--- config.mk ---
export PLATFORM = sky130hd
export DESIGN_NAME = sdadc_ctrl
export DESIGN_NICKNAME = d
export VERILOG_FILES = /design/src/sdadc_pkg.sv /design/src/sdadc_div_if.sv /design/src/sdadc_ctrl.sv /design/src/sdadc_clkdiv.sv
export VERILOG_INCLUDE_DIRS = /design/src
export SDC_FILE = /design/constraint.sdc
export NUM_CORES = 1
export LEC_CHECK = 0
export ABC_AREA = 1
export ABC_CLOCK_PERIOD_IN_PS = 5350
export BUFFER_PORTS_ARGS = -buffer_cell sky130_fd_sc_hd__buf_2
export CORE_UTILIZATION = 31
export DETAILED_ROUTE_END_ITERATION = 8
export SLEW_MARGIN = 30
export SYNTH_ARGS = -nofsm -noshare
export SYNTH_HDL_FRONTEND = slang
export SYNTH_SLANG_ARGS = --single-unit
--- constraint.sdc ---
create_clock -name REF_CLK -period 5.35 [get_ports REF_CLK]
set_clock_uncertainty 0.15 [all_clocks]
set_input_delay 0.2675 -clock REF_CLK [delete_from_list [all_inputs] [get_ports REF_CLK]]
set_output_delay 0.2675 -clock REF_CLK [all_outputs]
set_load 0.02 [all_outputs]
--- src/sdadc_defines.svh ---
// register offsets, field positions, reset values and timing for the converter control
`ifndef SDADC_DEFINES_SVH
`define SDADC_DEFINES_SVH

`define SDADC_OFS_CTRL1      8'h08
`define SDADC_OFS_CLKSRC     8'h09
`define SDADC_OFS_TRIM       8'h0A
`define SDADC_OFS_CTRL0      8'h0B
`define SDADC_OFS_RES_LO     8'h04
`define SDADC_OFS_RES_MID    8'h05
`define SDADC_OFS_RES_HI     8'h06

`define SDADC_CTRL1_RESET    8'h00
`define SDADC_CLKSRC_RESET   8'h00
`define SDADC_TRIM_RESET     8'hE4
`define SDADC_CTRL0_RESET    8'h20

`define SDADC_BIT_DIVSEL_HI  7
`define SDADC_BIT_DIVSEL_LO  5
`define SDADC_BIT_NEGBUF     4
`define SDADC_BIT_POSBUF     3
`define SDADC_BIT_HOLD       2
`define SDADC_BIT_EOC        1
`define SDADC_BIT_OFF        5
`define SDADC_BIT_SLP        4
`define SDADC_BIT_FRST       3
`define SDADC_BIT_TEMPEN     2
`define SDADC_OSR_HI         3
`define SDADC_OSR_LO         0

`define SDADC_DIVSEL_30      3'h0
`define SDADC_DIVSEL_12      3'h2
`define SDADC_MOD_DIV_30     8'h1E
`define SDADC_MOD_DIV_12     8'h0C
`define SDADC_CLKSRC_BYPASS  5'h1F
`define SDADC_OSR_MAX_CODE   4'h8
`define SDADC_OSR_LOG2_BASE  5'h0F
`define SDADC_RES_MAX        24'h7FFFFF
`define SDADC_RES_MIN        24'h800000

`endif

--- src/sdadc_pkg.sv ---
// types shared by the converter control modules
package sdadc_pkg;
   // operating modes decoded from power, sleep and filter reset
   typedef enum logic [1:0] {
      SDADC_MODE_NORMAL,
      SDADC_MODE_SLEEP,
      SDADC_MODE_POWERDOWN,
      SDADC_MODE_RESET
   } sdadc_mode_t;
endpackage : sdadc_pkg

--- src/sdadc_div_if.sv ---
// divider control and tick bundle between the top and the dividers
`timescale 1ns/1ps
interface sdadc_div_if;
   logic [7:0] half_cnt;   // half period in input ticks, 0 means pass through
   logic       tick_in;    // input clock edge event
   logic       tick_out;   // output clock rising edge event
   logic       clk_out;    // divided clock level
   modport ctl (output half_cnt, output tick_in, input tick_out, input clk_out);
   modport div (input half_cnt, input tick_in, output tick_out, output clk_out);
endinterface : sdadc_div_if

--- src/sdadc_ctrl.sv ---
// digital control of the delta-sigma converter: registers, clocking, modes and result capture
`timescale 1ns/1ps
`include "sdadc_defines.svh"

module sdadc_ctrl
   import sdadc_pkg::*;
(
   input  wire logic        REF_CLK,            // system clock, 10 MHz
   input  wire logic        RST_N,              // asynchronous reset, active low
   input  wire logic [7:0]  REG_ADDR,           // register byte address
   input  wire logic [7:0]  REG_WDATA,          // write data
   input  wire logic        REG_WR,             // write strobe
   input  wire logic        REG_RD,             // read strobe
   output logic      [7:0]  REG_RDATA,          // read data, the cycle after the strobe
   input  wire logic        SRC_CLK_TICK,       // converter source clock level, from a pin
   input  wire logic        FILT_WORD_VALID,    // filter finished one word, from analog side
   input  wire logic [25:0] FILT_WORD,          // raw signed filter word before clamping
   output logic             MCLK_OUT,           // master converter clock level
   output logic             MOD_CLK_OUT,        // modulator clock level
   output logic             BANDGAP_EN,         // bandgap power
   output logic             AMP_EN,             // input amplifier power
   output logic             MOD_EN,             // modulator power
   output logic             TEMP_EN,            // temperature sensor power
   output logic             NEG_BUF_EN,         // negative reference buffer on
   output logic             NEG_BYPASS,         // negative reference bypass switch
   output logic             POS_BUF_EN,         // positive reference buffer on
   output logic             POS_BYPASS,         // positive reference bypass switch
   output logic             FILT_EN,            // decimation filter power
   output logic             FILT_RST,           // decimation filter held in reset
   output logic [15:0]      FILT_DECIM,         // modulator samples per output word
   output logic [1:0]       OP_MODE             // decoded operating mode
);
   // reset release synchroniser
   logic rst_s1_q, rst_n_q;
   // pin input synchronisers
   logic [1:0] tick_sync_q;
   logic [1:0] vld_sync_q;
   logic       tick_prev_q;
   logic       vld_prev_q;

   // state of the control block, apart from the synchronisers and the two dividers
   typedef struct packed {
      logic [2:0]  divsel;     // modulator divide select
      logic        negbuf;     // negative buffer enable
      logic        posbuf;     // positive buffer enable
      logic        hold;       // result hold
      logic        eoc;        // end of conversion flag
      logic [4:0]  srcdiv;     // source clock divide field
      logic [7:0]  trim;       // reserved trim register
      logic        off;        // power off
      logic        slp;        // sleep
      logic        frst;       // filter reset control
      logic        tempen;     // temperature sensor request
      logic [3:0]  oversampling_ratio;        // oversampling select
      logic [23:0] result;     // clamped result
      logic [7:0]  rdata;      // read data
      logic        started;    // filter reset pulse seen since power-up
      logic        frst_seen;  // filter reset went high
      logic [25:0] word_hold;  // filter word sampled with its synchronised valid
      logic        word_new;   // a word was captured in the last cycle
   } sdadc_st_t;

   sdadc_st_t s_q, s_d;
   sdadc_mode_t mode;
   logic        vld_rise;     // synchronised valid edge
   logic        word_done;    // one completed conversion, in this domain
   logic        src_tick;     // synchronised source edge
   logic [23:0] clamped;      // word after saturation

   sdadc_div_if mdiv ();      // source to master clock divider
   sdadc_div_if ndiv ();      // master to modulator clock divider

   // release the reset through two flip-flops
   always_ff @(posedge REF_CLK or negedge RST_N) begin
      if (!RST_N) begin
         rst_s1_q <= 1'b0;
         rst_n_q  <= 1'b0;
      end else begin
         rst_s1_q <= 1'b1;
         rst_n_q  <= rst_s1_q;
      end
   end

   // two flip-flops on the pin inputs, then edge detect on the second
   always_ff @(posedge REF_CLK or negedge rst_n_q) begin
      if (!rst_n_q) begin
         tick_sync_q <= 2'h0;
         vld_sync_q  <= 2'h0;
         tick_prev_q <= 1'b0;
         vld_prev_q  <= 1'b0;
      end else begin
         tick_sync_q <= {tick_sync_q[0], SRC_CLK_TICK};
         vld_sync_q  <= {vld_sync_q[0], FILT_WORD_VALID};
         tick_prev_q <= tick_sync_q[1];
         vld_prev_q  <= vld_sync_q[1];
      end
   end
   assign src_tick  = tick_sync_q[1] & ~tick_prev_q;
   assign vld_rise  = vld_sync_q[1] & ~vld_prev_q;
   // completion counts the cycle after capture, so the clamp works on the new word
   assign word_done = s_q.word_new & (mode == SDADC_MODE_NORMAL) & s_q.started;

   // master clock: half period of field+1 ticks, all ones passes through
   assign mdiv.half_cnt = (s_q.srcdiv == `SDADC_CLKSRC_BYPASS) ? 8'h00 : {3'h0, s_q.srcdiv} + 8'h01;
   assign mdiv.tick_in  = src_tick;
   // modulator clock: half of 30 or 12 master ticks, reserved codes keep 30
   assign ndiv.half_cnt = (s_q.divsel == `SDADC_DIVSEL_12) ? (`SDADC_MOD_DIV_12 >> 1)
                                                           : (`SDADC_MOD_DIV_30 >> 1);
   assign ndiv.tick_in  = mdiv.tick_out;

   sdadc_clkdiv u_mclk_div (
      .clk   (REF_CLK),
      .rst_n (rst_n_q),
      .dv    (mdiv)
   );
   sdadc_clkdiv u_modclk_div (
      .clk   (REF_CLK),
      .rst_n (rst_n_q),
      .dv    (ndiv)
   );

   // operating mode decode with power-off taking priority
   always_comb begin
      if (s_q.off) begin
         mode = SDADC_MODE_POWERDOWN;
      end else if (s_q.slp) begin
         mode = SDADC_MODE_SLEEP;
      end else if (s_q.frst) begin
         mode = SDADC_MODE_RESET;
      end else begin
         mode = SDADC_MODE_NORMAL;
      end
   end

   // saturate the raw word to 24-bit two's complement
   always_comb begin
      if (!s_q.word_hold[25] && s_q.word_hold[24:23] != 2'h0) begin
         clamped = `SDADC_RES_MAX;
      end else if (s_q.word_hold[25] && s_q.word_hold[24:23] != 2'h3) begin
         clamped = `SDADC_RES_MIN;
      end else begin
         clamped = s_q.word_hold[23:0];
      end
   end

   // register writes, reads, flag and result update
   always_comb begin
      s_d = s_q;
      s_d.word_new = vld_rise;             // completion follows one cycle after capture
      if (vld_rise) begin
         s_d.word_hold = FILT_WORD;        // word is stable while valid is high
      end
      // filter reset low-high-low starts conversions
      if (s_q.off) begin
         s_d.started   = 1'b0;
         s_d.frst_seen = 1'b0;
      end else if (s_q.frst) begin
         s_d.frst_seen = 1'b1;
      end else if (s_q.frst_seen) begin
         s_d.started = 1'b1;
      end
      if (REG_WR) begin
         if (REG_ADDR == `SDADC_OFS_CTRL1) begin
            s_d.divsel = REG_WDATA[`SDADC_BIT_DIVSEL_HI:`SDADC_BIT_DIVSEL_LO];
            s_d.negbuf = REG_WDATA[`SDADC_BIT_NEGBUF];
            s_d.posbuf = REG_WDATA[`SDADC_BIT_POSBUF];
            s_d.hold   = REG_WDATA[`SDADC_BIT_HOLD];
            if (!REG_WDATA[`SDADC_BIT_EOC]) begin
               s_d.eoc = 1'b0;             // zero clears, one ignored
            end
         end else if (REG_ADDR == `SDADC_OFS_CLKSRC) begin
            s_d.srcdiv = REG_WDATA[4:0];
         end else if (REG_ADDR == `SDADC_OFS_TRIM) begin
            s_d.trim = REG_WDATA;          // software keeps the pattern
         end else if (REG_ADDR == `SDADC_OFS_CTRL0) begin
            s_d.off    = REG_WDATA[`SDADC_BIT_OFF];
            s_d.slp    = REG_WDATA[`SDADC_BIT_SLP];
            s_d.frst   = REG_WDATA[`SDADC_BIT_FRST];
            s_d.tempen = REG_WDATA[`SDADC_BIT_TEMPEN];
            s_d.oversampling_ratio    = REG_WDATA[`SDADC_OSR_HI:`SDADC_OSR_LO];
         end
      end
      // completion sets the flag and result unless held; set beats clear
      if (word_done && !s_q.hold) begin
         s_d.eoc    = 1'b1;
         s_d.result = clamped;
      end
      // read data, unimplemented bits zero
      s_d.rdata = 8'h00;
      if (REG_RD) begin
         if (REG_ADDR == `SDADC_OFS_CTRL1) begin
            s_d.rdata = {s_q.divsel, s_q.negbuf, s_q.posbuf, s_q.hold, s_q.eoc, 1'b0};
         end else if (REG_ADDR == `SDADC_OFS_CLKSRC) begin
            s_d.rdata = {3'h0, s_q.srcdiv};
         end else if (REG_ADDR == `SDADC_OFS_TRIM) begin
            s_d.rdata = s_q.trim;
         end else if (REG_ADDR == `SDADC_OFS_CTRL0) begin
            // filter reset and sensor request share their write bits with the ratio code
            s_d.rdata = {2'h0, s_q.off, s_q.slp, s_q.oversampling_ratio};
         end else if (REG_ADDR == `SDADC_OFS_RES_LO) begin
            s_d.rdata = s_q.result[7:0];
         end else if (REG_ADDR == `SDADC_OFS_RES_MID) begin
            s_d.rdata = s_q.result[15:8];
         end else if (REG_ADDR == `SDADC_OFS_RES_HI) begin
            s_d.rdata = s_q.result[23:16];
         end
      end
   end

   // register the state
   always_ff @(posedge REF_CLK or negedge rst_n_q) begin
      if (!rst_n_q) begin
         s_q        <= '0;
         s_q.trim   <= `SDADC_TRIM_RESET;
         s_q.off    <= 1'b1;
      end else begin
         s_q <= s_d;
      end
   end

   // analog enables per mode
   always_comb begin
      BANDGAP_EN = (mode != SDADC_MODE_POWERDOWN);
      AMP_EN     = (mode != SDADC_MODE_POWERDOWN);
      MOD_EN     = (mode == SDADC_MODE_NORMAL) || (mode == SDADC_MODE_RESET);
      TEMP_EN    = MOD_EN && s_q.tempen;
      NEG_BUF_EN = MOD_EN && s_q.negbuf;
      POS_BUF_EN = MOD_EN && s_q.posbuf;
      NEG_BYPASS = !s_q.negbuf;
      POS_BYPASS = !s_q.posbuf;
      FILT_EN    = (mode != SDADC_MODE_POWERDOWN);
      FILT_RST   = (mode == SDADC_MODE_RESET);
   end

   // decimation length: 32768 halved per code step, reserved codes clamp to 128
   // word rate then equals master clock over divide times ratio
   always_comb begin
      if (s_q.oversampling_ratio > `SDADC_OSR_MAX_CODE) begin
         FILT_DECIM = 16'h0080;
      end else begin
         FILT_DECIM = 16'h8000 >> s_q.oversampling_ratio;
      end
   end

   assign REG_RDATA   = s_q.rdata;
   assign MCLK_OUT    = mdiv.clk_out;
   assign MOD_CLK_OUT = ndiv.clk_out;
   assign OP_MODE     = mode;
endmodule : sdadc_ctrl

--- src/sdadc_clkdiv.sv ---
// glitch free programmable clock divider working on input ticks
`timescale 1ns/1ps
module sdadc_clkdiv
   import sdadc_pkg::*;
(
   input wire logic   clk,
   input wire logic   rst_n,
   sdadc_div_if.div   dv
);
   // whole state of the divider
   typedef struct packed {
      logic [7:0] cnt;      // ticks left in the current half period
      logic       lvl;      // divided clock level
      logic [7:0] half;     // setting in force, taken only at the end of a full period
      logic       rise;     // registered rising edge event
   } sdadc_div_st_t;

   sdadc_div_st_t s_q, s_d;

   // count ticks; a new setting only takes effect at a period boundary
   always_comb begin
      s_d      = s_q;
      s_d.rise = 1'b0;
      if (dv.tick_in) begin
         if (s_q.half == 8'h00) begin
            s_d.rise = 1'b1;              // pass through: every input tick
            s_d.lvl  = 1'b1;              // level high one cycle per tick so each edge shows
            s_d.half = dv.half_cnt;
            s_d.cnt  = 8'h01;
         end else if (s_q.cnt <= 8'h01) begin
            s_d.lvl = ~s_q.lvl;
            s_d.cnt = s_q.half;
            if (!s_q.lvl) begin
               s_d.rise = 1'b1;
            end else begin
               s_d.half = dv.half_cnt;    // swap only at the end of a full period
               s_d.cnt  = (dv.half_cnt == 8'h00) ? 8'h01 : dv.half_cnt;
            end
         end else begin
            s_d.cnt = s_q.cnt - 8'h01;
         end
      end else if (s_q.half == 8'h00) begin
         s_d.lvl = 1'b0;                  // pass through level drops between ticks
      end
   end

   // register the state
   always_ff @(posedge clk or negedge rst_n) begin
      if (!rst_n) begin
         s_q <= '0;
      end else begin
         s_q <= s_d;
      end
   end

   assign dv.tick_out = s_q.rise;
   assign dv.clk_out  = s_q.lvl;
endmodule : sdadc_clkdiv

==> out/qor.json, run 1 <==
{
  "netlist.area_leader.share": {"value": 0.487},
  "io-pin-count": {"value": 86},
  "detailedRoute.firstIterationViolations": {"value": 286},
  "setup-tns-final": {"value": 0, "unit": "ns"},
  "grt_pass1_vias": {"value": 4737},
  "tritoncts_clock_tree": {"value": "yes"},
  "syn-mean-instance-area": {"value": 8.05, "unit": "um2"},
  "tightest_slew": {"value": 0.724, "unit": "ns"},
  "finalCriticalPeriod": {"value": 2.35, "unit": "ns"},
  "cts.reportedPaths.clkPinSlew": {"value": 0.05, "unit": "ns"},
  "timing.critical_path.from": {"value": "s_q[68]$_DFFE_PN1P_"},
  "synth-xor-area-share": {"value": 0.0102},
  "p_comb_frac": {"value": 0.197},
  "grt_max_degree": {"value": 76},
  "clock_sinks": {"value": 122},
  "clockRootBuffer": {"value": "sky130_fd_sc_hd__clkbuf_16"},
  "reg2reg_from": {"value": "s_q[68]$_DFFE_PN1P_"},
  "yosys_register_bits": {"value": 122},
  "layout-drive-gt1-share": {"value": 0.182},
  "layout_commonest_cell": {"value": "sky130_fd_sc_hd__nand2_1"},
  "worst-endpoint-arrival": {"value": 2.53, "unit": "ns"},
  "drt_drc_violations_left": {"value": 0},
  "antenna_violations_before_repair": {"value": 1},
  "hold_violation_total_from_the_final_report": {"value": 0},
  "status": {"value": "finished clean"},
  "std_cell_rows": {"value": 50},
  "power-per-cell-area": {"value": 402, "unit": "mW/mm2"},
  "die_height": {"value": 141, "unit": "um"},
  "grt_overflow_total": {"value": 0},
  "sequentialPowerShare": {"value": 0.401},
  "clock_power_share": {"value": 0.402},
  "ys_types": {"value": 34},
  "power.static_leakage": {"value": 3.83, "unit": "nW"},
  "intPower": {"value": 2.13, "unit": "mW"},
  "slew_headroom": {"value": 0.517},
  "max-cap-violations": {"value": 0},
  "place.detailed.hpwl": {"value": 10.1, "unit": "mm"},
  "worst_hold_startpoint": {"value": "REG_WDATA[0]"},
  "grt_setup_unrepaired": {"value": "no"},
  "yosys.area_share.adder": {"value": 0.0187},
  "worst_ir_drop_vdd": {"value": 0.242, "unit": "mV"},
  "avgRoutedWirePerCell": {"value": 12.7, "unit": "um"},
  "netlist_instances": {"value": 747},
  "drt_first_pass_iters": {"value": 5},
  "number_of_buffers_inserted_during_clock_tree_synthesis": {"value": 17},
  "wire_length_of_the_first_global_routing_pass": {"value": 23.4, "unit": "mm"},
  "ys_seq_area_frac": {"value": 0.509},
  "report.power.total": {"value": 3.03, "unit": "mW"},
  "yosys_warnings": {"value": 0},
  "die_area": {"value": 0.0200, "unit": "mm2"},
  "startpoint_type": {"value": "flop"},
  "post-cts-setup-buffer-count": {"value": 0},
  "synthToLayoutAreaGrowth": {"value": 25.1, "unit": "%"},
  "ant_nets": {"value": 0},
  "syn_area": {"value": 0.00601, "unit": "mm2"},
  "cp_data_required_time": {"value": 5.53, "unit": "ns"},
  "power_switching_share": {"value": 0.297},
  "drt-vias-per-instance": {"value": 4.43},
  "grt_util_all_layers": {"value": 0.153},
  "number_of_max_slew_violations_in_the_final_report": {"value": 0},
  "htreeDepth": {"value": 4},
  "die_w": {"value": 141, "unit": "um"},
  "layout.cells.most_common_list": {"value": "sky130_fd_sc_hd__nand2_1 (214), sky130_fd_sc_hd__dfrtp_1 (116), sky130_fd_sc_hd__nor2_1 (81)"},
  "setup_viol_count_final": {"value": 0},
  "synth_compound_gate_area_share": {"value": 0.105},
  "design.final.nets": {"value": 908},
  "fmax": {"value": 425, "unit": "MHz"},
  "setup.worst_path.class": {"value": "flop to flop"},
  "hold_path_class": {"value": "input pin to flop"},
  "worst_setup_path_end_kind": {"value": "flop"},
  "finish.utilization": {"value": 0.400},
  "worstPathMaxFanout": {"value": 23},
  "cts.path.max_buffers": {"value": 2},
  "synthDominantAreaCellType": {"value": "sky130_fd_sc_hd__dfrtp_1"},
  "route.final.wire_length": {"value": 14.3, "unit": "mm"},
  "clk-insertion-delay-late": {"value": 0.43, "unit": "ns"},
  "synth_top_family_by_area": {"value": "simple AND/OR/NAND/NOR gates"},
  "initial_utilization": {"value": 0.319},
  "power_switching": {"value": 0.900, "unit": "mW"},
  "fin_crit_sh": {"value": 0.440},
  "yosys-top-cells-area": {"value": "sky130_fd_sc_hd__dfrtp_1 (49%), sky130_fd_sc_hd__nand2_1 (13%), sky130_fd_sc_hd__nor2_1 (5.1%)"},
  "vias": {"value": 4978},
  "place.gp.congestion": {"value": 0.840},
  "synthSimpleGateAreaFrac": {"value": 0.266},
  "synth.area.mux_share": {"value": 0},
  "fp.coreArea": {"value": 0.0188, "unit": "mm2"},
  "portBuffers": {"value": 78}
}
-- per-stage QoR --
step	instance area [um2]	hold slack, ns	setup WS (ns)	std cells
final	7520	0.0206	3.00	1124
after global routing	7520	0.0428	2.73	1123
after CTS	7500	0.0216	2.99	1122
after detailed placement	6540	-0.0919	3.01	1057
after global placement	6540	-0.0952	3.10	1057
after floorplan	6040	-0.178	1.56	753
-- repair_timing --
action,in CTS,in global routing
hold buffers,34,0
hold endpoints to repair,35,0
gates resized for setup,0,0
-- area by class of cell --
class	instances	area, um2
fillers	1914	11300
flip-flops and latches	122	3060
multi-input cells	514	2440
repair buffers	116	773
clock buffers	23	478
well taps	260	325
inverters	80	302
clock inverters	8	143
diodes	1	2.50
-- synth_stat cells, drive strengths merged --
master / instances
inv: 79
nor3: 3
dfrtp: 117
nand2: 221
or2: 3
o21ai: 82
clkinv: 1
nand3: 53
conb: 2
nor4: 1
ha: 9
buf: 28
o31ai: 1
nor2: 87
o211ai: 2
a21oi: 23
dfstp: 5
xor2: 4
and3: 1
o22ai: 3
clkbuf: 9
xnor2: 3
nand4: 10
-- per-layer routing --
layer | vias up | track usage | part of all wire
li1 | 2562 | - | -
met1 | 2304 | 0.209 | 0.50
met2 | 93 | 0.234 | 0.44
met3 | 19 | 0.0304 | 0.038
met4 | 0 | 0.0721 | 0.019
met5 | - | 0 | 0
-- cells by family after synthesis --
family,Yosys count
DFF,122
adders and majority gates,9
other,2
and+or+nand+nor,379
buffers and inverters,117
xor gates and xnor gates,7
AOI/OAI and AO/OA,111
-- power groups by stage --
stage / registers [mW] / logic [mW] / clock network (mW)
5_1_grt: 1.24 / 0.697 / 1.28
3_3_place_gp: 1.23 / 0.565 / 0
3_5_place_dp: 1.23 / 0.574 / 0
2_1_floorplan: 1.20 / 0.449 / 0
6_report: 1.21 / 0.596 / 1.22
4_1_cts: 1.22 / 0.595 / 1.23
-- worst max-delay path, cell delays in order, from the launching register on --
cell	delay (ns)
sky130_fd_sc_hd__dfstp_2	0.57
sky130_fd_sc_hd__inv_1	0.06
sky130_fd_sc_hd__o21ai_0	0.15
sky130_fd_sc_hd__ha_1	0.21
sky130_fd_sc_hd__inv_1	0.04
sky130_fd_sc_hd__nor2_1	0.10
sky130_fd_sc_hd__and3_1	0.22
sky130_fd_sc_hd__nand2_1	0.40
sky130_fd_sc_hd__o21ai_0	0.33
-- sequential cells by signal, summed over array words and instances, names as in the netlist --
| name | cells |
|---|---|
| rst_n_q | 1 |
| rst_s1_q | 1 |
| vld_sync_q | 2 |
| tick_sync_q | 2 |
| u_mclk_div.dv.tick_out | 1 |
| u_modclk_div.s_q | 10 |
| vld_prev_q | 1 |
| tick_prev_q | 1 |
| s_q | 79 |
| u_mclk_div.s_q | 14 |
| REG_RDATA | 8 |
| u_mclk_div.dv.clk_out | 1 |
| u_modclk_div.dv.clk_out | 1 |
-- path summary, 6_finish.rpt --
check,slack (ns),cells after the start,endpoint
setup reg to reg,3.00,8,s_q[59]$_DFFE_PN0P_
hold reg to reg,0.15,0,s_q[49]$_DFFE_PN0P_
max in group asynchronous,3.95,1,u_modclk_div.s_q[16]$_DFFE_PN0P_
hold / removal,0.02,3,s_q[61]$_DFFE_PN0P_
min in group asynchronous,0.15,0,s_q[49]$_DFFE_PN0P_
setup / recovery,3.00,8,s_q[59]$_DFFE_PN0P_
(Power assumes the default switching activity.)
==> run 2, diff against run 1 <==
--- a/config.mk
+++ b/config.mk
@@ -7,7 +7,7 @@
 export NUM_CORES = 1
 export LEC_CHECK = 0
 export ABC_AREA = 1
-export ABC_CLOCK_PERIOD_IN_PS = 5350
+export ABC_CLOCK_PERIOD_IN_PS = 2000
 export BUFFER_PORTS_ARGS = -buffer_cell sky130_fd_sc_hd__buf_2
 export CORE_UTILIZATION = 31
 export DETAILED_ROUTE_END_ITERATION = 8
==> constraint.sdc (replaced) <==
create_clock -name REF_CLK -period 2 [get_ports REF_CLK]
set_clock_uncertainty 0.15 [all_clocks]
set_input_delay 0.1 -clock REF_CLK [delete_from_list [all_inputs] [get_ports REF_CLK]]
set_output_delay 0.1 -clock REF_CLK [all_outputs]
set_load 0.02 [all_outputs]
==> out/qor.json, run 2 (synthesized netlist as in run 1, its figures left out) <==
{
  "layout.cells.most_common_list": {"value": "sky130_fd_sc_hd__nand2_1 (214), sky130_fd_sc_hd__dfrtp_1 (115), sky130_fd_sc_hd__nor2_1 (80)"},
  "worst_setup_path_end_kind": {"value": "output pin"},
  "setup_viol_count_final": {"value": 0},
  "max_flop_register": {"value": "s_q"},
  "ant_nets": {"value": 0},
  "synthToLayoutAreaGrowth": {"value": 29.8, "unit": "%"},
  "cp_data_required_time": {"value": 1.75, "unit": "ns"},
  "grt_setup_unrepaired": {"value": "yes"},
  "drt-vias-per-instance": {"value": 4.46},
  "report.power.total": {"value": 8.29, "unit": "mW"},
  "avgRoutedWirePerCell": {"value": 12.6, "unit": "um"},
  "hold_violation_total_from_the_final_report": {"value": 0},
  "summed_area_of_non_filler_cells_in_the_final_layout": {"value": 0.00781, "unit": "mm2"},
  "drt_first_pass_iters": {"value": 4},
  "worst-endpoint-arrival": {"value": 1.69, "unit": "ns"},
  "power-per-cell-area": {"value": 1060, "unit": "mW/mm2"},
  "timing.final.ws_setup": {"value": 0.0593, "unit": "ns"},
  "die_height": {"value": 141, "unit": "um"},
  "timing.critical_path.from": {"value": "s_q[68]$_DFFE_PN1P_"},
  "max-cap-violations": {"value": 0},
  "fp.coreArea": {"value": 0.0188, "unit": "mm2"},
  "place.gp.congestion": {"value": 0.831},
  "detailedRoute.firstIterationViolations": {"value": 265},
  "cts.path.max_buffers": {"value": 2},
  "dp_worst_setup_slack": {"value": 0.0317, "unit": "ns"},
  "layout-drive-gt1-share": {"value": 0.212},
  "wire_length_of_the_first_global_routing_pass": {"value": 24.2, "unit": "mm"},
  "worst_hold_startpoint": {"value": "REG_ADDR[1]"},
  "number_of_max_slew_violations_in_the_final_report": {"value": 0},
  "grt_util_all_layers": {"value": 0.156},
  "fmax": {"value": 515, "unit": "MHz"},
  "nFillCells": {"value": 1870},
  "num_antenna_cells": {"value": 0},
  "finalCriticalPeriod": {"value": 1.94, "unit": "ns"},
  "clock_sinks": {"value": 122},
  "design.final.nets": {"value": 930},
  "cts.reportedPaths.clkPinSlew": {"value": 0.06, "unit": "ns"},
  "post_dp_cell_area": {"value": 0.00668, "unit": "mm2"},
  "layout_commonest_cell": {"value": "sky130_fd_sc_hd__nand2_1"},
  "clk-insertion-delay-late": {"value": 0.42, "unit": "ns"},
  "fin_crit_sh": {"value": 0.970},
  "std_cell_rows": {"value": 50},
  "place.detailed.hpwl": {"value": 10.3, "unit": "mm"},
  "vias": {"value": 5111},
  "htreeDepth": {"value": 4},
  "power.static_leakage": {"value": 3.95, "unit": "nW"},
  "hold_path_class": {"value": "input pin to flop"},
  "die_w": {"value": 141, "unit": "um"},
  "grt_max_degree": {"value": 42},
  "status": {"value": "finished clean"},
  "worst_ir_drop_vdd": {"value": 0.688, "unit": "mV"},
  "io-pin-count": {"value": 86},
  "initial_utilization": {"value": 0.319},
  "reg.largest.list": {"value": "s_q x79, u_mclk_div.s_q x14, u_modclk_div.s_q x10"},
  "die_area": {"value": 0.0200, "unit": "mm2"},
  "antenna_violations_before_repair": {"value": 0},
  "largest_reg_flops": {"value": 79},
  "portBuffers": {"value": 78},
  "route.final.wire_length": {"value": 14.4, "unit": "mm"},
  "seqCellArea": {"value": 0.00306, "unit": "mm2"},
  "grt_overflow_total": {"value": 0},
  "grt_pass1_vias": {"value": 4902},
  "multiInputGateArea": {"value": 0.00248, "unit": "mm2"},
  "tritoncts_clock_tree": {"value": "yes"},
  "startpoint_type": {"value": "flop"},
  "drt_drc_violations_left": {"value": 0},
  "setup.worst_path.class": {"value": "flop to output pin"},
  "number_of_buffers_inserted_during_clock_tree_synthesis": {"value": 17},
  "clockRootBuffer": {"value": "sky130_fd_sc_hd__clkbuf_16"},
  "worstPathMaxFanout": {"value": 5},
  "fin_hold_ws": {"value": 0.0634, "unit": "ns"},
  "reg2reg_from": {"value": "s_q[68]$_DFFE_PN1P_"}
}
==> run 2: cell types whose count changed in the layout (fill, tap and decap cells not counted), sizes merged <==
cell / before / now
dlygate4sd3: 34 / 41
buf: 82 / 97
diode: 1 / 0
clkinv: 4 / 5
clkbuf: 23 / 21
clkinvlp: 1 / 3
==> run 2: layout make-up <==
cell class | instances | area share
Clock inverter | 11 | 0.0213
Clock buffer | 21 | 0.0615
Sequential cell | 122 | 0.393
Inverter | 80 | 0.0389
Tap cell | 260 | 0.0417
Timing Repair Buffer | 138 | 0.126
Multi-Input combinational cell | 514 | 0.318
==> run 2: worst paths after layout <==
path / endpoint / slack (ns) / cells after the start
min reg2reg: s_q[38]$_DFFE_PN0P_ / 0.15 / 0
min in group asynchronous: s_q[38]$_DFFE_PN0P_ / 0.15 / 0
max in group asynchronous: u_mclk_div.s_q[12]$_DFFE_PN0P_ / 0.86 / 1
max: POS_BUF_EN / 0.06 / 7
max reg2reg: s_q[46]$_DFFE_PN0P_ / 0.13 / 9
min: REG_RDATA[5]$_DFF_PN0_ / 0.06 / 6
==> run 2: layer usage <==
| metal | wire length (um) | up-vias | track usage | part of all wire |
|---|---|---|---|---|
| met4 | 210 | 0 | 0.0521 | 0.015 |
| li1 | - | 2602 | - | - |
| met1 | 7200 | 2377 | 0.214 | 0.50 |
| met5 | 0 | - | 0 | 0 |
| met2 | 6430 | 115 | 0.239 | 0.45 |
| met3 | 592 | 17 | 0.0375 | 0.041 |
==> run 2: critical path, stage by stage, from the launching register on <==
cell,delay (ns)
sky130_fd_sc_hd__dfstp_2,0.36
sky130_fd_sc_hd__buf_4,0.14
sky130_fd_sc_hd__a21oi_4,0.14
sky130_fd_sc_hd__inv_2,0.08
sky130_fd_sc_hd__ha_4,0.30
sky130_fd_sc_hd__nand2_1,0.05
sky130_fd_sc_hd__inv_1,0.05
sky130_fd_sc_hd__buf_2,0.15
==> run 2: repair_timing <==
| item | CTS | global route |
|---|---|---|
| gates resized for setup | 6 | 18 |
| hold buffers | 41 | 0 |
| endpoints found under the setup margin | 4 | 34 |
| buffers inserted | 0 | 3 |
| hold endpoints to repair | 64 | 0 |
| gates cloned | 0 | 0 |
==> run 2: per-stage QoR <==
stage	setup TNS, ns	cells	util
floorplan	0	753	-
global placement	0	1070	0.354
detailed placement	0	1070	0.354
CTS	0	1143	0.412
global route	-0.0502	1146	0.415
finish	0	1146	0.415
==> run 2: power by group <==
part	internal [mW]	switching, mW
combinational	0.677	1.02
clock	2.21	1.12
sequential	2.91	0.343
==> run 3, diff against run 2 <==
--- a/config.mk
+++ b/config.mk
@@ -7,10 +7,11 @@
 export NUM_CORES = 1
 export LEC_CHECK = 0
 export ABC_AREA = 1
-export ABC_CLOCK_PERIOD_IN_PS = 2000
+export ABC_CLOCK_PERIOD_IN_PS = 2150
 export BUFFER_PORTS_ARGS = -buffer_cell sky130_fd_sc_hd__buf_2
 export CORE_UTILIZATION = 31
 export DETAILED_ROUTE_END_ITERATION = 8
+export RECOVER_POWER = 50
 export SLEW_MARGIN = 30
 export SYNTH_ARGS = -nofsm -noshare
 export SYNTH_HDL_FRONTEND = slang
==> constraint.sdc (replaced) <==
create_clock -name REF_CLK -period 2.15 [get_ports REF_CLK]
set_clock_uncertainty 0.15 [all_clocks]
set_input_delay 0.1075 -clock REF_CLK [delete_from_list [all_inputs] [get_ports REF_CLK]]
set_output_delay 0.1075 -clock REF_CLK [all_outputs]
set_load 0.02 [all_outputs]
==> out/qor.json, run 3 (synthesized netlist as in run 1, its figures left out) <==
{
  "dp.cells": {"value": 1064},
  "timing.critical_path.cells": {"value": "buf_4 -> a21oi_2 -> inv_1 -> ha_4 -> nand2_1 -> inv_1 -> buf_2"},
  "grt_setup_unrepaired": {"value": "no"},
  "number_of_buffers_inserted_during_clock_tree_synthesis": {"value": 17},
  "htreeDepth": {"value": 4},
  "reg2reg_from": {"value": "s_q[77]$_DFFE_PN0P_"},
  "largest_reg_flops": {"value": 79},
  "met2_routed_wirelength": {"value": 6.60, "unit": "mm"},
  "io-pin-count": {"value": 86},
  "setup_viol_count_final": {"value": 0},
  "hold_path_end": {"value": "REG_RDATA[0]$_DFF_PN0_"},
  "route.final.wire_length": {"value": 14.7, "unit": "mm"},
  "max_flop_register": {"value": "s_q"},
  "status": {"value": "finished clean"},
  "startpoint_type": {"value": "flop"},
  "std_cell_rows": {"value": 50},
  "num_antenna_cells": {"value": 0},
  "cts.path.max_buffers": {"value": 2},
  "clockRootBuffer": {"value": "sky130_fd_sc_hd__clkbuf_16"},
  "finalCriticalPeriod": {"value": 2.04, "unit": "ns"},
  "design.final.nets": {"value": 925},
  "min_delay_path_depth": {"value": 4},
  "power.static_leakage": {"value": 3.85, "unit": "nW"},
  "synthToLayoutAreaGrowth": {"value": 26.6, "unit": "%"},
  "max-cap-violations": {"value": 0},
  "slew_headroom": {"value": 0.236},
  "worst_hold_startpoint": {"value": "REG_ADDR[1]"},
  "timing.reg2reg.setup_slack": {"value": 0.24, "unit": "ns"},
  "number_of_max_slew_violations_in_the_final_report": {"value": 0},
  "place.gp.congestion": {"value": 0.846},
  "reg.largest.list": {"value": "s_q x79, u_mclk_div.s_q x14, u_modclk_div.s_q x10"},
  "die_w": {"value": 141, "unit": "um"},
  "r2r_end": {"value": "u_mclk_div.s_q[12]$_DFFE_PN0P_"},
  "worst-endpoint-arrival": {"value": 1.78, "unit": "ns"},
  "setup.worst_path.class": {"value": "flop to output pin"},
  "layout_commonest_cell": {"value": "sky130_fd_sc_hd__nand2_1"},
  "timing.critical_path.mode_cell": {"value": "sky130_fd_sc_hd__inv_1"},
  "worst_path_max_delay_cell": {"value": "sky130_fd_sc_hd__dfstp_1"},
  "dp_worst_setup_slack": {"value": 0.146, "unit": "ns"},
  "die_area": {"value": 0.0200, "unit": "mm2"},
  "vias": {"value": 5144},
  "cts.reportedPaths.clkPinSlew": {"value": 0.05, "unit": "ns"},
  "tritoncts_clock_tree": {"value": "yes"},
  "worst_path_dominant_cell_family": {"value": "buffers and inverters"},
  "hold_violation_total_from_the_final_report": {"value": 0},
  "multiInputGateArea": {"value": 0.00246, "unit": "mm2"},
  "worst_r2r_path_depth": {"value": 11},
  "cp_data_required_time": {"value": 1.89, "unit": "ns"},
  "routed-wl-met3": {"value": 667, "unit": "um"},
  "fin_hold_ws": {"value": 0.105, "unit": "ns"},
  "tightest_slew": {"value": 1.15, "unit": "ns"},
  "drt_drc_violations_left": {"value": 0},
  "worst_ir_drop_vdd": {"value": 0.609, "unit": "mV"},
  "layoutNonFillerInstCount": {"value": 1141},
  "power-per-cell-area": {"value": 955, "unit": "mW/mm2"},
  "antenna_violations_before_repair": {"value": 0},
  "topRoutingLayerUsed": {"value": "met4"},
  "drt_first_pass_iters": {"value": 4},
  "post_dp_cell_area": {"value": 0.00664, "unit": "mm2"},
  "fin_crit_sh": {"value": 0.947},
  "worstPathMaxFanout": {"value": 4},
  "layout-drive-gt1-share": {"value": 0.183},
  "fmax": {"value": 491, "unit": "MHz"},
  "ant_nets": {"value": 0},
  "worst-path-buf-inv": {"value": 4},
  "setup-tns-final": {"value": 0, "unit": "ns"},
  "grt_overflow_total": {"value": 0},
  "grt_max_degree": {"value": 40},
  "nFillCells": {"value": 1890},
  "hold_path_class": {"value": "input pin to flop"},
  "slowest_delay": {"value": 0.38, "unit": "ns"},
  "layout.cells.most_common_list": {"value": "sky130_fd_sc_hd__nand2_1 (214), sky130_fd_sc_hd__dfrtp_1 (115), sky130_fd_sc_hd__nor2_1 (81)"},
  "detailedRoute.firstIterationViolations": {"value": 294},
  "drt-vias-per-instance": {"value": 4.51},
  "die_height": {"value": 141, "unit": "um"},
  "place.detailed.hpwl": {"value": 10.2, "unit": "mm"},
  "summed_area_of_non_filler_cells_in_the_final_layout": {"value": 0.00761, "unit": "mm2"},
  "fp.coreArea": {"value": 0.0188, "unit": "mm2"},
  "detail_route.wirelength.met1": {"value": 7.19, "unit": "mm"},
  "wire_length_of_the_first_global_routing_pass": {"value": 24.2, "unit": "mm"},
  "grt_pass1_vias": {"value": 4856},
  "worst_setup_path_end_kind": {"value": "output pin"},
  "initial_utilization": {"value": 0.319},
  "portBuffers": {"value": 78},
  "seqCellArea": {"value": 0.00306, "unit": "mm2"},
  "avgRoutedWirePerCell": {"value": 12.9, "unit": "um"},
  "grt_util_all_layers": {"value": 0.156},
  "clock_sinks": {"value": 122},
  "clk-insertion-delay-late": {"value": 0.42, "unit": "ns"},
  "timing.final.ws_setup": {"value": 0.114, "unit": "ns"}
}
-- run 3: changes by cell type in the layout (fill, tap and decap cells not counted), sizes merged --
cell | previous run | this run
bufinv | 4 | 1
buf | 97 | 84
clkinv | 5 | 2
clkinvlp | 3 | 0
clkbuf | 21 | 38
-- run 3: tightest hold or removal path, delay by kind of cell --
kind / cells / cell delay (ns)
AOI/OAI and AO/OA: 1 / 0.12
and+or+nand+nor: 1 / 0.11
buffers and inverters: 2 / 0.27
-- run 3: stage by stage --
step / total power [mW] / utilization
CTS: 7.34 / 0.406
finish: 7.27 / 0.404
global placement: 4.50 / 0.353
detailed placement: 4.53 / 0.353
floorplan: 4.10 / -
global route: 7.73 / 0.404
-- run 3: how the worst max path moves through the flow --
| stage | start | end | slack (ns) | depth (start not counted) |
|---|---|---|---|---|
| finish | s_q[68]$_DFFE_PN1P_ | NEG_BUF_EN | 0.11 | 7 |
| global route | rst_n_q$_DFF_PN0_ | u_modclk_div.s_q[17]$_DFFE_PN0P_ | 0.01 | 1 |
| CTS | s_q[68]$_DFFE_PN1P_ | NEG_BUF_EN | 0.004 | 7 |
| detailed placement | s_q[68]$_DFFE_PN1P_ | s_q[45]$_DFFE_PN0P_ | 0.15 | 9 |
| global placement | s_q[77]$_DFFE_PN0P_ | u_mclk_div.s_q[12]$_DFFE_PN0P_ | 0.24 | 11 |
| floorplan | s_q[68]$_DFFE_PN1P_ | s_q[42]$_DFFE_PN0P_ | 0.30 | 10 |
-- run 3: cell type report --
cell class,count,area share
inverters,80,0.0396
well taps,260,0.0427
clock inverters,2,0.00460
clock buffers,30,0.0689
repair buffers,133,0.118
flip-flops and latches,122,0.402
multi-input cells,514,0.324
-- run 3: what timing repair did --
item                                   CTS  global route
hold buffers                            41             0
endpoints found under the hold margin   64             0
resized for setup                        1             6
setup endpoints to repair                3            11
buffers inserted                         3             1
-- run 3: metal layers --
| layer | vias to the layer above | global-route usage |
|---|---|---|
| met5 | - | 0 |
| met1 | 2406 | 0.215 |
| met2 | 121 | 0.241 |
| met3 | 20 | 0.0344 |
| met4 | 0 | 0.0543 |
| li1 | 2597 | - |
-- run 3: power by group --
group,internal [mW],switching (mW),total [mW]
clock network,1.74,0.961,2.70
registers,2.71,0.316,3.02
logic,0.602,0.940,1.54
total,5.05,2.22,7.27
